==> src/inc/swsb_defs.svh <==
// Purpose: Shared constants for the single-wire sensor bus slave.
// Assumes: 50 MHz ref_clk; times held in ns, counts derived here.
// Notes:   Counts round up from their time so no class edge is early.
`ifndef SWSB_DEFS_SVH
`define SWSB_DEFS_SVH

// ----------------------------------------------------------------------
// Timing
// ----------------------------------------------------------------------
`define SWSB_CLK_NS 20
`define SWSB_CYC(ns) (((ns) + `SWSB_CLK_NS - 1) / `SWSB_CLK_NS)
`define SWSB_CNT_W 13
`define SWSB_T01_NS 7000
`define SWSB_T1S_NS 20000
`define SWSB_TSA_NS 50000
`define SWSB_TAR_NS 80000
`define SWSB_TINACT_NS 2000
`define SWSB_TOUT1_NS 14000
`define SWSB_TATTN_NS 60000

// ----------------------------------------------------------------------
// Frame layout
// ----------------------------------------------------------------------
`define SWSB_DEV_W 3
`define SWSB_IA_W 5
`define SWSB_BCAST 3'h0
`define SWSB_W16_LAST 5'd15
`define SWSB_W8_LAST 5'd7
`define SWSB_ATTN_BITS 4'd14
`define SWSB_WIDE_MASK 32'h0000_00f0
`define SWSB_IA_STATUS 5'h01
`define SWSB_IA_DEVCTL 5'h02
`define SWSB_DC_ATTN 0
`define SWSB_ST_FUNC 0
`define SWSB_ST_BER 1

// ----------------------------------------------------------------------
// Software register map
// ----------------------------------------------------------------------
`define SWSB_A_CTRL 8'h00
`define SWSB_A_STAT 8'h04
`define SWSB_A_EVENT 8'h08
`define SWSB_A_FRAMES 8'h0c
`define SWSB_DEVNO_RST 3'h1

`endif

==> src/inc/swsb_pkg.sv <==
// Purpose: Types for the single-wire sensor bus slave.
// Assumes: Included with swsb_defs.svh.
// Notes:   Gray codes along the normal frame path.
package swsb_pkg;

// ----------------------------------------------------------------------
// Frame states and pulse classes
// ----------------------------------------------------------------------
typedef enum logic [2:0] {
    S_IDLE = 3'h0,
    S_DEV = 3'h1,
    S_ADDR = 3'h3,
    S_DIR = 3'h2,
    S_DATA = 3'h6,
    S_PAR = 3'h7,
    S_ACK = 3'h5,
    S_SKIP = 3'h4
} swsb_fstate_t;

typedef enum logic [2:0] {
    PC_NONE = 3'h0,
    PC_ZERO = 3'h1,
    PC_ONE = 3'h2,
    PC_START = 3'h3,
    PC_ATTN = 3'h4,
    PC_RESET = 3'h5
} swsb_pclass_t;

// ----------------------------------------------------------------------
// Carriers
// ----------------------------------------------------------------------
typedef struct packed {
    swsb_pclass_t cls;
    logic fall;
    logic idle;
} swsb_pulse_t;

typedef struct packed {
    logic hsel;
    logic [31:0] haddr;
    logic [1:0] htrans;
    logic hwrite;
    logic [2:0] hsize;
    logic [31:0] hwdata;
    logic hready;
} swsb_ahb_in_t;

endpackage : swsb_pkg

==> src/verilog/swsb_pulse_meter.sv <==
// Purpose: Measures each low pulse on the wire and classifies it.
// Assumes: lineIn is synchronous to ref_clk.
// Notes:   Class is reported one cycle after the rising edge.
`timescale 1ns/10ps
`include "swsb_defs.svh"
module swsb_pulse_meter #(
    parameter int CW = `SWSB_CNT_W,
    parameter int C01 = `SWSB_CYC(`SWSB_T01_NS),
    parameter int C1S = `SWSB_CYC(`SWSB_T1S_NS),
    parameter int CSA = `SWSB_CYC(`SWSB_TSA_NS),
    parameter int CAR = `SWSB_CYC(`SWSB_TAR_NS),
    parameter int CIN = `SWSB_CYC(`SWSB_TINACT_NS)
) (
    input wire logic ref_clk,
    input wire logic rst,
    input wire logic lineIn,
    output swsb_pkg::swsb_pulse_t pulse
);
    import swsb_pkg::*;

    typedef struct packed {
        logic [CW-1:0] cnt;
        logic prev;
        swsb_pulse_t p;
    } swsb_meter_st_t;

    swsb_meter_st_t q, d;

    // ------------------------------------------------------------------
    // Length counter and classification
    // ------------------------------------------------------------------
    always_comb begin
        d = q;
        d.prev = lineIn;
        d.p.fall = 1'b0;
        d.p.cls = PC_NONE;
        if (q.cnt != {CW{1'b1}}) begin
            d.cnt = q.cnt + 1'b1; // Saturates: reset has no upper bound
        end
        if (!lineIn) begin
            d.p.idle = 1'b0;
            if (q.prev) begin
                d.p.fall = 1'b1;
                d.cnt = '0;
            end
        end else if (!q.prev) begin
            d.cnt = '0; // Class by duration
            if (q.cnt < CW'(C01)) d.p.cls = PC_ZERO;
            else if (q.cnt < CW'(C1S)) d.p.cls = PC_ONE;
            else if (q.cnt < CW'(CSA)) d.p.cls = PC_START;
            else if (q.cnt < CW'(CAR)) d.p.cls = PC_ATTN;
            else d.p.cls = PC_RESET;
        end else if (q.cnt >= CW'(CIN)) begin
            d.p.idle = 1'b1;
        end
    end

    // State register
    always_ff @(posedge ref_clk or posedge rst) begin
        if (rst) begin
            q <= '0;
            q.prev <= 1'b1;
        end else begin
            q <= d;
        end
    end

    assign pulse = q.p;

endmodule : swsb_pulse_meter

==> src/verilog/swsb_low_driver.sv <==
// Purpose: Pulls the wire low for a requested number of cycles.
// Assumes: Requests while busy are dropped by the caller.
// Notes:   Enable comes straight from a flip-flop.
`timescale 1ns/10ps
module swsb_low_driver #(
    parameter int CW = 13
) (
    input wire logic ref_clk,
    input wire logic rst,
    input wire logic go,
    input wire logic [CW-1:0] len,
    output logic busy,
    output logic drvOe
);
    typedef struct packed {
        logic [CW-1:0] cnt;
        logic oe;
    } swsb_drv_st_t;

    swsb_drv_st_t q, d;

    // ------------------------------------------------------------------
    // Down counter
    // ------------------------------------------------------------------
    always_comb begin
        d = q;
        if (go && q.cnt == '0) begin
            d.cnt = len;
        end else if (q.cnt != '0) begin
            d.cnt = q.cnt - 1'b1;
        end
        d.oe = d.cnt != '0;
    end

    // State register
    always_ff @(posedge ref_clk or posedge rst) begin
        if (rst) begin
            q <= '0;
        end else begin
            q <= d;
        end
    end

    assign busy = q.cnt != '0;
    assign drvOe = q.oe;

endmodule : swsb_low_driver

==> src/verilog/swsb_slave.sv <==
// Purpose: Transaction layer of a single-wire sensor bus slave.
// Assumes: One master; wire inputs synchronous to ref_clk.
// Notes:   Open drain: lineOut is always low, lineOe drives it.
`timescale 1ns/10ps
`include "swsb_defs.svh"
module swsb_slave #(
    parameter int IAW = `SWSB_IA_W,
    parameter logic [31:0] WIDE_MASK = `SWSB_WIDE_MASK,
    parameter int C_RESET = `SWSB_CYC(`SWSB_TAR_NS),
    parameter int C_ATTN = `SWSB_CYC(`SWSB_TATTN_NS)
) (
    input wire logic ref_clk,
    input wire logic rst,
    input wire logic lineIn,
    output logic lineOut,
    output logic lineOe,
    input swsb_pkg::swsb_ahb_in_t ahbIn,
    output logic [31:0] hrdata,
    output logic hreadyout,
    output logic hresp
);
    import swsb_pkg::*;

    localparam int NREG = 1 << IAW;
    localparam int CW = `SWSB_CNT_W;
    localparam logic [CW-1:0] LEN_ONE = CW'(`SWSB_CYC(`SWSB_TOUT1_NS));
    localparam logic [CW-1:0] LEN_ATTN = CW'(C_ATTN);

    typedef struct packed {
        swsb_fstate_t st;
        logic [4:0] cnt;
        logic [2:0] dev;
        logic [IAW-1:0] addr;
        logic rd;
        logic wide;
        logic par;
        logic ackOk;
        logic [15:0] shr;
        logic [15:0] wdat;
        logic [3:0] since;
        logic seen;
        logic berPend;
        logic funcPend;
        logic funcFlag;
        logic busErr;
        logic [2:0] myDev;
        logic wrPend;
        logic [7:0] wrAddr;
        logic [31:0] rdata;
        logic rdy;
        logic [15:0] frames;
        logic [NREG-1:0][15:0] bank;
    } swsb_slave_st_t;

    swsb_slave_st_t q, d;
    swsb_pulse_t pulse;
    logic drvGo;
    logic [CW-1:0] drvLen;
    logic drvBusy;
    logic bitIn;
    logic isBit;
    logic addrPhase;
    logic [7:0] ofs;
    logic [4:0] lastIdx;
    logic txBit;
    logic fireAttn;
    logic ackPos;
    logic [15:0] rv;

    // ------------------------------------------------------------------
    // Wire front end
    // ------------------------------------------------------------------
    swsb_pulse_meter #(
        .CW(CW),
        .CAR(C_RESET)
    ) uMeter (
        .ref_clk(ref_clk),
        .rst(rst),
        .lineIn(lineIn),
        .pulse(pulse)
    );

    swsb_low_driver #(
        .CW(CW)
    ) uDriver (
        .ref_clk(ref_clk),
        .rst(rst),
        .go(drvGo),
        .len(drvLen),
        .busy(drvBusy),
        .drvOe(lineOe)
    );

    // Wire-side read value of a register
    function automatic logic [15:0] regVal(
        input swsb_slave_st_t s,
        input logic [IAW-1:0] a
    );
        logic [15:0] v;
        v = s.bank[a];
        if (a == IAW'(`SWSB_IA_STATUS)) begin
            v = '0;
            v[`SWSB_ST_FUNC] = s.funcFlag;
            v[`SWSB_ST_BER] = s.busErr;
        end
        return v;
    endfunction : regVal

    // ------------------------------------------------------------------
    // Frame engine, attention and register bus
    // ------------------------------------------------------------------
    always_comb begin
        d = q;
        drvGo = 1'b0;
        drvLen = LEN_ONE;
        bitIn = pulse.cls == PC_ONE; // Long low reads as one
        isBit = pulse.cls == PC_ZERO || pulse.cls == PC_ONE;
        lastIdx = q.wide ? `SWSB_W16_LAST : `SWSB_W8_LAST;
        addrPhase = ahbIn.hsel && ahbIn.htrans[1] && ahbIn.hready;
        ofs = ahbIn.haddr[7:0];
        txBit = 1'b0;
        fireAttn = 1'b0;
        rv = regVal(q, q.addr);
        // Write ack is the device's own verdict, not the wire level
        ackPos = q.rd ? bitIn : q.ackOk;

        // Register bus data phase; clears land before sets below
        d.wrPend = addrPhase && ahbIn.hwrite;
        d.wrAddr = ofs;
        d.rdy = 1'b1; // Zero wait states, always OKAY
        if (q.wrPend) begin
            case (q.wrAddr)
                `SWSB_A_CTRL: begin
                    d.myDev = ahbIn.hwdata[2:0];
                end
                `SWSB_A_STAT: begin
                    if (ahbIn.hwdata[`SWSB_ST_FUNC]) d.funcFlag = 1'b0;
                    if (ahbIn.hwdata[`SWSB_ST_BER]) d.busErr = 1'b0;
                end
                default: begin
                end
            endcase
        end
        if (addrPhase && !ahbIn.hwrite) begin
            case (ofs)
                `SWSB_A_CTRL: d.rdata = {29'h0, q.myDev};
                `SWSB_A_STAT: d.rdata = {27'h0, pulse.idle, q.seen,
                    q.berPend, q.busErr, q.funcFlag};
                `SWSB_A_FRAMES: d.rdata = {16'h0, q.frames};
                default: d.rdata = 32'h0;
            endcase
        end

        // Device drive at the master's falling edge
        if (pulse.fall) begin
            if (q.st == S_DATA && q.rd) begin
                txBit = q.shr[15]; // MSB first
            end else if (q.st == S_PAR && q.rd) begin
                txBit = q.par; // Even parity after data
            end else if (q.st == S_ACK && !q.rd) begin
                txBit = q.ackOk; // Device acks writes
            end
            if (txBit && !drvBusy) begin
                drvGo = 1'b1; // Stretch master pulse to a one
            end
        end

        // Bits in a frame; attention-class pulses never reach here
        if (isBit) begin // Collided bits are simply not counted
            if (q.since != `SWSB_ATTN_BITS) begin
                d.since = q.since + 1'b1;
            end
            case (q.st)
                S_DEV: begin
                    d.dev = {q.dev[1:0], bitIn};
                    d.par = q.par ^ bitIn;
                    d.cnt = q.cnt + 1'b1;
                    if (q.cnt == 5'(`SWSB_DEV_W - 1)) begin
                        d.st = S_ADDR;
                        d.cnt = '0;
                    end
                end
                S_ADDR: begin
                    d.addr = {q.addr[IAW-2:0], bitIn};
                    d.par = q.par ^ bitIn;
                    d.cnt = q.cnt + 1'b1;
                    if (q.cnt == 5'(IAW - 1)) begin
                        d.st = S_DIR;
                        d.cnt = '0;
                    end
                end
                S_DIR: begin
                    d.rd = bitIn; // One reads, zero writes
                    d.par = q.par ^ bitIn;
                    d.wide = WIDE_MASK[q.addr]; // Length by reg
                    d.shr = WIDE_MASK[q.addr] ? rv : {rv[7:0], 8'h00};
                    d.st = S_DATA;
                    if (q.dev == `SWSB_BCAST) begin
                        if (bitIn) d.st = S_SKIP;
                        else if (q.addr != IAW'(`SWSB_IA_DEVCTL)) begin
                            d.st = S_SKIP; // Only dev control
                        end
                    end else if (q.dev != q.myDev) begin
                        d.st = S_SKIP;
                    end
                end
                S_DATA: begin
                    // Stays here until all bits come
                    d.par = q.par ^ bitIn;
                    d.shr = {q.shr[14:0], 1'b0};
                    d.wdat = {q.wdat[14:0], bitIn};
                    d.cnt = q.cnt + 1'b1;
                    if (q.cnt == lastIdx) begin
                        d.st = S_PAR;
                    end
                end
                S_PAR: begin
                    // A surplus data bit lands here as parity
                    d.ackOk = (q.par ^ bitIn) == 1'b0;
                    d.st = S_ACK;
                end
                S_ACK: begin
                    d.st = S_SKIP; // Later bits discarded
                    if (ackPos) begin
                        d.frames = q.frames + 1'b1;
                        if (q.rd && q.addr == IAW'(`SWSB_IA_STATUS)) begin
                            d.seen = 1'b0; // Acked read only
                        end
                        if (!q.rd) begin // Acked write only
                            if (q.addr == IAW'(`SWSB_IA_STATUS)) begin
                                if (q.wdat[`SWSB_ST_FUNC]) begin
                                    d.funcFlag = 1'b0;
                                end
                                if (q.wdat[`SWSB_ST_BER]) begin
                                    d.busErr = 1'b0;
                                end
                            end else if (q.wide) begin
                                d.bank[q.addr] = q.wdat;
                            end else begin
                                d.bank[q.addr] = {8'h00, q.wdat[7:0]};
                            end
                        end
                    end else begin
                        d.berPend = 1'b1; // Nack: error + attn
                    end
                end
                default: begin
                end
            endcase
        end

        // Frame start, attention seen, bus reset
        case (pulse.cls)
            PC_START: begin
                d.st = S_DEV; // Silent abort, new frame
                d.cnt = '0;
                d.par = 1'b0;
                d.dev = '0;
                d.addr = '0;
            end
            PC_ATTN: begin
                d.seen = 1'b1; // Any attention on the line
            end
            PC_RESET: begin
                d.st = S_IDLE; // Link state only, regs kept
                d.since = '0;
                d.seen = 1'b0;
                d.berPend = 1'b0;
            end
            default: begin
            end
        endcase

        // Attention request on an idle line
        if (pulse.idle && !drvBusy && q.since == `SWSB_ATTN_BITS) begin
            if (q.berPend) begin
                fireAttn = 1'b1; // Regardless of suppression
            end
            if (q.funcPend && q.bank[`SWSB_IA_DEVCTL][`SWSB_DC_ATTN]
                && !q.seen) begin
                fireAttn = 1'b1;
            end
            d.funcPend = 1'b0; // Decided at first idle
            d.berPend = 1'b0; // Waited 14 bits after reset
            if (fireAttn) begin
                drvGo = 1'b1;
                drvLen = LEN_ATTN;
            end
        end

        // Status sets win over any clear in the same cycle
        if (isBit && q.st == S_ACK && !ackPos) begin
            d.busErr = 1'b1;
        end
        if (q.wrPend && q.wrAddr == `SWSB_A_EVENT && ahbIn.hwdata[0]) begin
            d.funcFlag = 1'b1;
            d.funcPend = 1'b1; // Survives the idle decision above
        end
    end

    // ------------------------------------------------------------------
    // State register
    // ------------------------------------------------------------------
    always_ff @(posedge ref_clk or posedge rst) begin
        if (rst) begin
            q <= '0;
            q.st <= S_IDLE;
            q.myDev <= `SWSB_DEVNO_RST;
            q.rdy <= 1'b1;
        end else begin
            q <= d;
        end
    end

    // Outputs from flip-flops or tied off (lineOut, hresp); the wire is only ever pulled low
    assign lineOut = 1'b0;
    assign hrdata = q.rdata;
    assign hreadyout = q.rdy;
    assign hresp = 1'b0;

endmodule : swsb_slave

==> config.mk <==
export PLATFORM = sky130hd
export DESIGN_NAME = swsb_slave
export DESIGN_NICKNAME = d
export VERILOG_FILES = /design/src/inc/swsb_pkg.sv /design/src/verilog/swsb_pulse_meter.sv /design/src/verilog/swsb_low_driver.sv /design/src/verilog/swsb_slave.sv
export VERILOG_INCLUDE_DIRS = /design/src /design/src/inc
export SDC_FILE = /design/constraint.sdc
export NUM_CORES = 1
export LEC_CHECK = 0
export ABC_AREA = 1
export BUFFER_PORTS_ARGS = -buffer_cell sky130_fd_sc_hd__buf_2
export CAP_MARGIN = 20
export CORE_UTILIZATION = 54
export CTS_CLUSTER_SIZE = 16
export DETAILED_ROUTE_END_ITERATION = 10
export GPL_TIMING_DRIVEN = 0
export PLACE_DENSITY_LB_ADDON = 0.05
export SYNTH_ARGS = -nofsm -noshare
export SYNTH_HDL_FRONTEND = slang
export SYNTH_SLANG_ARGS = --single-unit
export TNS_END_PERCENT = 20
==> constraint.sdc <==
create_clock -name ref_clk -period 14.7 [get_ports ref_clk]
set_clock_uncertainty 0.2 [all_clocks]
set_input_delay 0.735 -clock ref_clk [delete_from_list [all_inputs] [get_ports ref_clk]]
set_output_delay 0.735 -clock ref_clk [all_outputs]
set_load 0.02 [all_outputs]
==> reports/qor.yml <==
setup_path:
  crit_buf_inv: 2
  crit_start: "q[618]$_DFFE_PP0P_"
  critPathLaunchType: "flip-flop"
  cp_slowest_cell: "nor2_1"
  arrival_ns: 4.44
  cp.required_ns: 15.03
  critPathTopFamily: "simple AND/OR/NAND/NOR gates"
  slowest_delay_ns: 0.91
  path_max_fanout: 11
  r2r-start: "q[618]$_DFFE_PP0P_"
  crit_path_end_kind: "flip-flop"
  crit_chain: "clkbuf_1 -> nor2_1 -> clkbuf_1 -> a22oi_1 -> nand4_1 -> nand3_1 -> nand2_1 -> nand3_1 -> nand2_1 -> nand2_1 -> a21oi_1"
  crit_type: "reg -> reg"
  path_common_cell: "nand2_1"
timing:
  hold_viol: 0
  timing.final.ws_setup_ns: 10.59
  finalSetupViolations: 0
  fmax_mhz: 243
  rsz0062_at_grt: "false"
  timing.final.crit_period_ns: 4.11
  worst_pin_slew_ns: 1.19
  finalSetupTns_ns: 0
  finalCritPeriodShare_pct: 28.0
  finalMaxSlewViolations: 0
  relSlewSlack_pct: 20.7
placed_design:
  port_buffers: 34
  pre_cts_ws_ns: 10.81
  place_congestion: 0.970
  hpwlAfterDp_um: 53300
  placed_cells: 3431
  placed_area_um2: 24000
routing:
  drt-pass1-iter-count: 6
  drcViolationCount: 0
  viasPerCell: 5.78
  wl_per_cell_um: 21.1
  ant_nets: 0
  vias: 20390
  routed_wl_um: 74300
  drtIter0Drc: 2275
pwr:
  ir_worst_vdd_mv: 0.0883
  powerDensity_nw_per_um2: 122
  fin_total_pwr_uw: 3150
  total_leakage_power_uw: 0.0119
global_route:
  grt_antenna_before_repair: 2
  grt_max_degree: 43
  grt_pass1_wl_um: 116000
  grt.total_usage_pct: 35.2
  grt_pass1_vias: 19717
  grt_overflow: 0
finish:
  fill_cells: 3703
  regArea_um2: 12400
  multi_input_area_um2: 8920
  post-route-cell-area_um2: 25800
  layout.nets: 3041
  instances_no_fill: 3530
  areaGrowthSynthToFinish_pct: 13.1
  drive_above_1_share_pct: 7.41
yosys:
  synth.distinct_cells: 50
  synth_top_flop_cell: "dfrtp_1"
  synth_top_area_share_pct: 53.9
  netlist_top_cells_area: "dfrtp_1 (54%), nand2_1 (17%), o21ai_0 (7.2%), clkbuf_1 (2.8%), nand4_1 (2.5%)"
  synth.avg_cell_area_um2: 8.05
  syn_area_um2: 22800
  synth_top_area_cell: "dfrtp_1"
  synth_edf_count: 0
  ys_seq_area_share_pct: 54.1
  async_reset_ff_share_pct: 100
  synth_warnings: 0
  syn_inst: 2835
  ys_ff_latch: 494
clock_tree:
  clkLatencyLatePin_ns: 0.63
  path_clk_slew_ns: 0.06
  post_cts_buffers: 0
  cts_inserted_buffers: 53
  root_buffer: "clkbuf_16"
  cts_tree: "built"
  cts_sinks: 494
  cts-htree-levels: 2
  cts.path.max_buffers: 3
floorplanning:
  core.rowCount: 74
  die_h_um: 208
  die_x_um: 208
  initial_utilization_pct: 55.3
  core_um2: 41300
  pin_count: 111
  die_area_um2: 43100
hold_path:
  worstHoldStart: "ahbIn[40]"
  hp-class: "in -> reg"
outcome:
  status: "completed"
job:
  drv_cap: 0
[worst register-to-register path, stage by stage (launching register included)]
cell	delay (ns)
dfrtp_1	0.43
clkbuf_1	0.40
nor2_1	0.91
clkbuf_1	0.88
a22oi_1	0.22
nand4_1	0.17
nand3_1	0.17
nand2_1	0.26
nand3_1	0.10
nand2_1	0.10
nand2_1	0.07
a21oi_1	0.12
[cell usage in the layout, fill, tap and decap left out, types with 4 or more instances in the layout]
cell type,count
o31ai_1,4
and2_1,5
buf_12,13
nor3_1,15
xnor2_1,8
inv_2,9
clkinv_2,8
inv_1,127
a21oi_1,81
ha_1,10
conb_1,19
dfrtp_1,492
clkbuf_16,53
nor2_1,129
buf_2,59
a22oi_1,11
buf_1,11
bufinv_16,7
mux2_2,4
nand3_1,91
nand2_1,1027
o21ai_0,329
clkbuf_8,9
buf_4,36
xor2_1,22
nand4_1,91
clkinv_1,4
a31oi_1,5
o22ai_1,13
clkbuf_1,187
o21ai_1,72
[stage by stage]
| step | utilization (%) | hold slack (ns) |
|---|---|---|
| finish | 62.5 | 0.0419 |
| global placement | 57.5 | 0.240 |
| CTS | 62.5 | 0.0201 |
| floorplan | - | 0.229 |
| global route | 62.5 | 0.0219 |
| detailed placement | 58.1 | 0.248 |
[layer usage]
metal	track usage, %	routed length (um)	vias to the layer above
li1	-	-	9382
met1	49.8	31800	9824
met2	52.5	32300	990
met3	8.43	7230	188
met4	13.8	2990	6
met5	0	49	-
[timing repair]
action,CTS,global route
hold endpoints to repair,9,0
hold buffers,1,0
gates resized for setup,0,0
[synthesized netlist by cell type (2+ instances only)]
cell type,count
conb_1,2
clkbuf_1,173
nor4_2,2
clkinv_1,4
a31oi_1,5
buf_4,36
xor2_1,22
o21ai_0,329
nor3_1,15
a21boi_0,2
nor2_1,129
dfstp_2,2
nor3_2,3
inv_2,9
o311ai_0,2
or2_2,2
nand4_1,91
o22ai_1,13
and2_1,5
mux2_2,4
a21oi_1,81
nor4_1,3
buf_2,25
buf_1,11
xnor2_1,8
nor2_4,2
inv_1,128
a22oi_1,11
o211ai_1,3
ha_1,10
nand2_1,1027
o21ai_1,72
dfrtp_1,492
nand3_1,91
nor2_2,3
o31ai_1,4
[report_power, final]
group          switching, uW  leakage [uW]  internal, uW  total, uW
Sequential              47.2       0.00679          1420       1470
Combinational            184       0.00421          90.3        274
Clock                    568      0.000888           834       1400
Total                    799        0.0119          2350       3150
[final cells by class]
| type | instances | share of cell area, % |
|---|---|---|
| diodes | 1 | 0.00969 |
| flip-flops and latches | 494 | 47.9 |
| clock buffers | 76 | 5.82 |
| plain buffers | 245 | 4.20 |
| multi-input cells | 1972 | 34.5 |
| inverters | 141 | 2.06 |
| well taps | 532 | 2.58 |
| clock inverters | 20 | 1.18 |
| repair buffers | 49 | 1.75 |
[worst paths after layout]
| check | end | slack [ns] | depth (start not counted) |
|---|---|---|---|
| hold / removal | q[562]$_DFF_PP0_ | 0.04 | 1 |
| hold reg to reg | flip-flop | 0.26 | 1 |
| setup reg to reg | q[608]$_DFFE_PP0P_ | 10.59 | 11 |
| max in group asynchronous | q[74]$_DFFE_PP0P_ | 12.05 | 9 |
| min in group asynchronous | asynchronous set/reset pin | 0.41 | 3 |
| setup / recovery | q[608]$_DFFE_PP0P_ | 10.59 | 11 |
[cells by family (layout without fill, tap and decap cells)]
group / Yosys count / in the layout / synth area share (%)
flops: 494 / 494 / 54.1
fa+ha+maj: 10 / 10 / 0.548
buf+inv: 386 / 531 / 7.07
xor+xnor: 30 / 30 / 1.15
compound gates: 531 / 531 / 12.1
other cells: 2 / 20 / 0.0329
mux: 4 / 4 / 0.197
simple gates: 1378 / 1378 / 24.7
No activity file was read; power rests on OpenSTA's default activity.
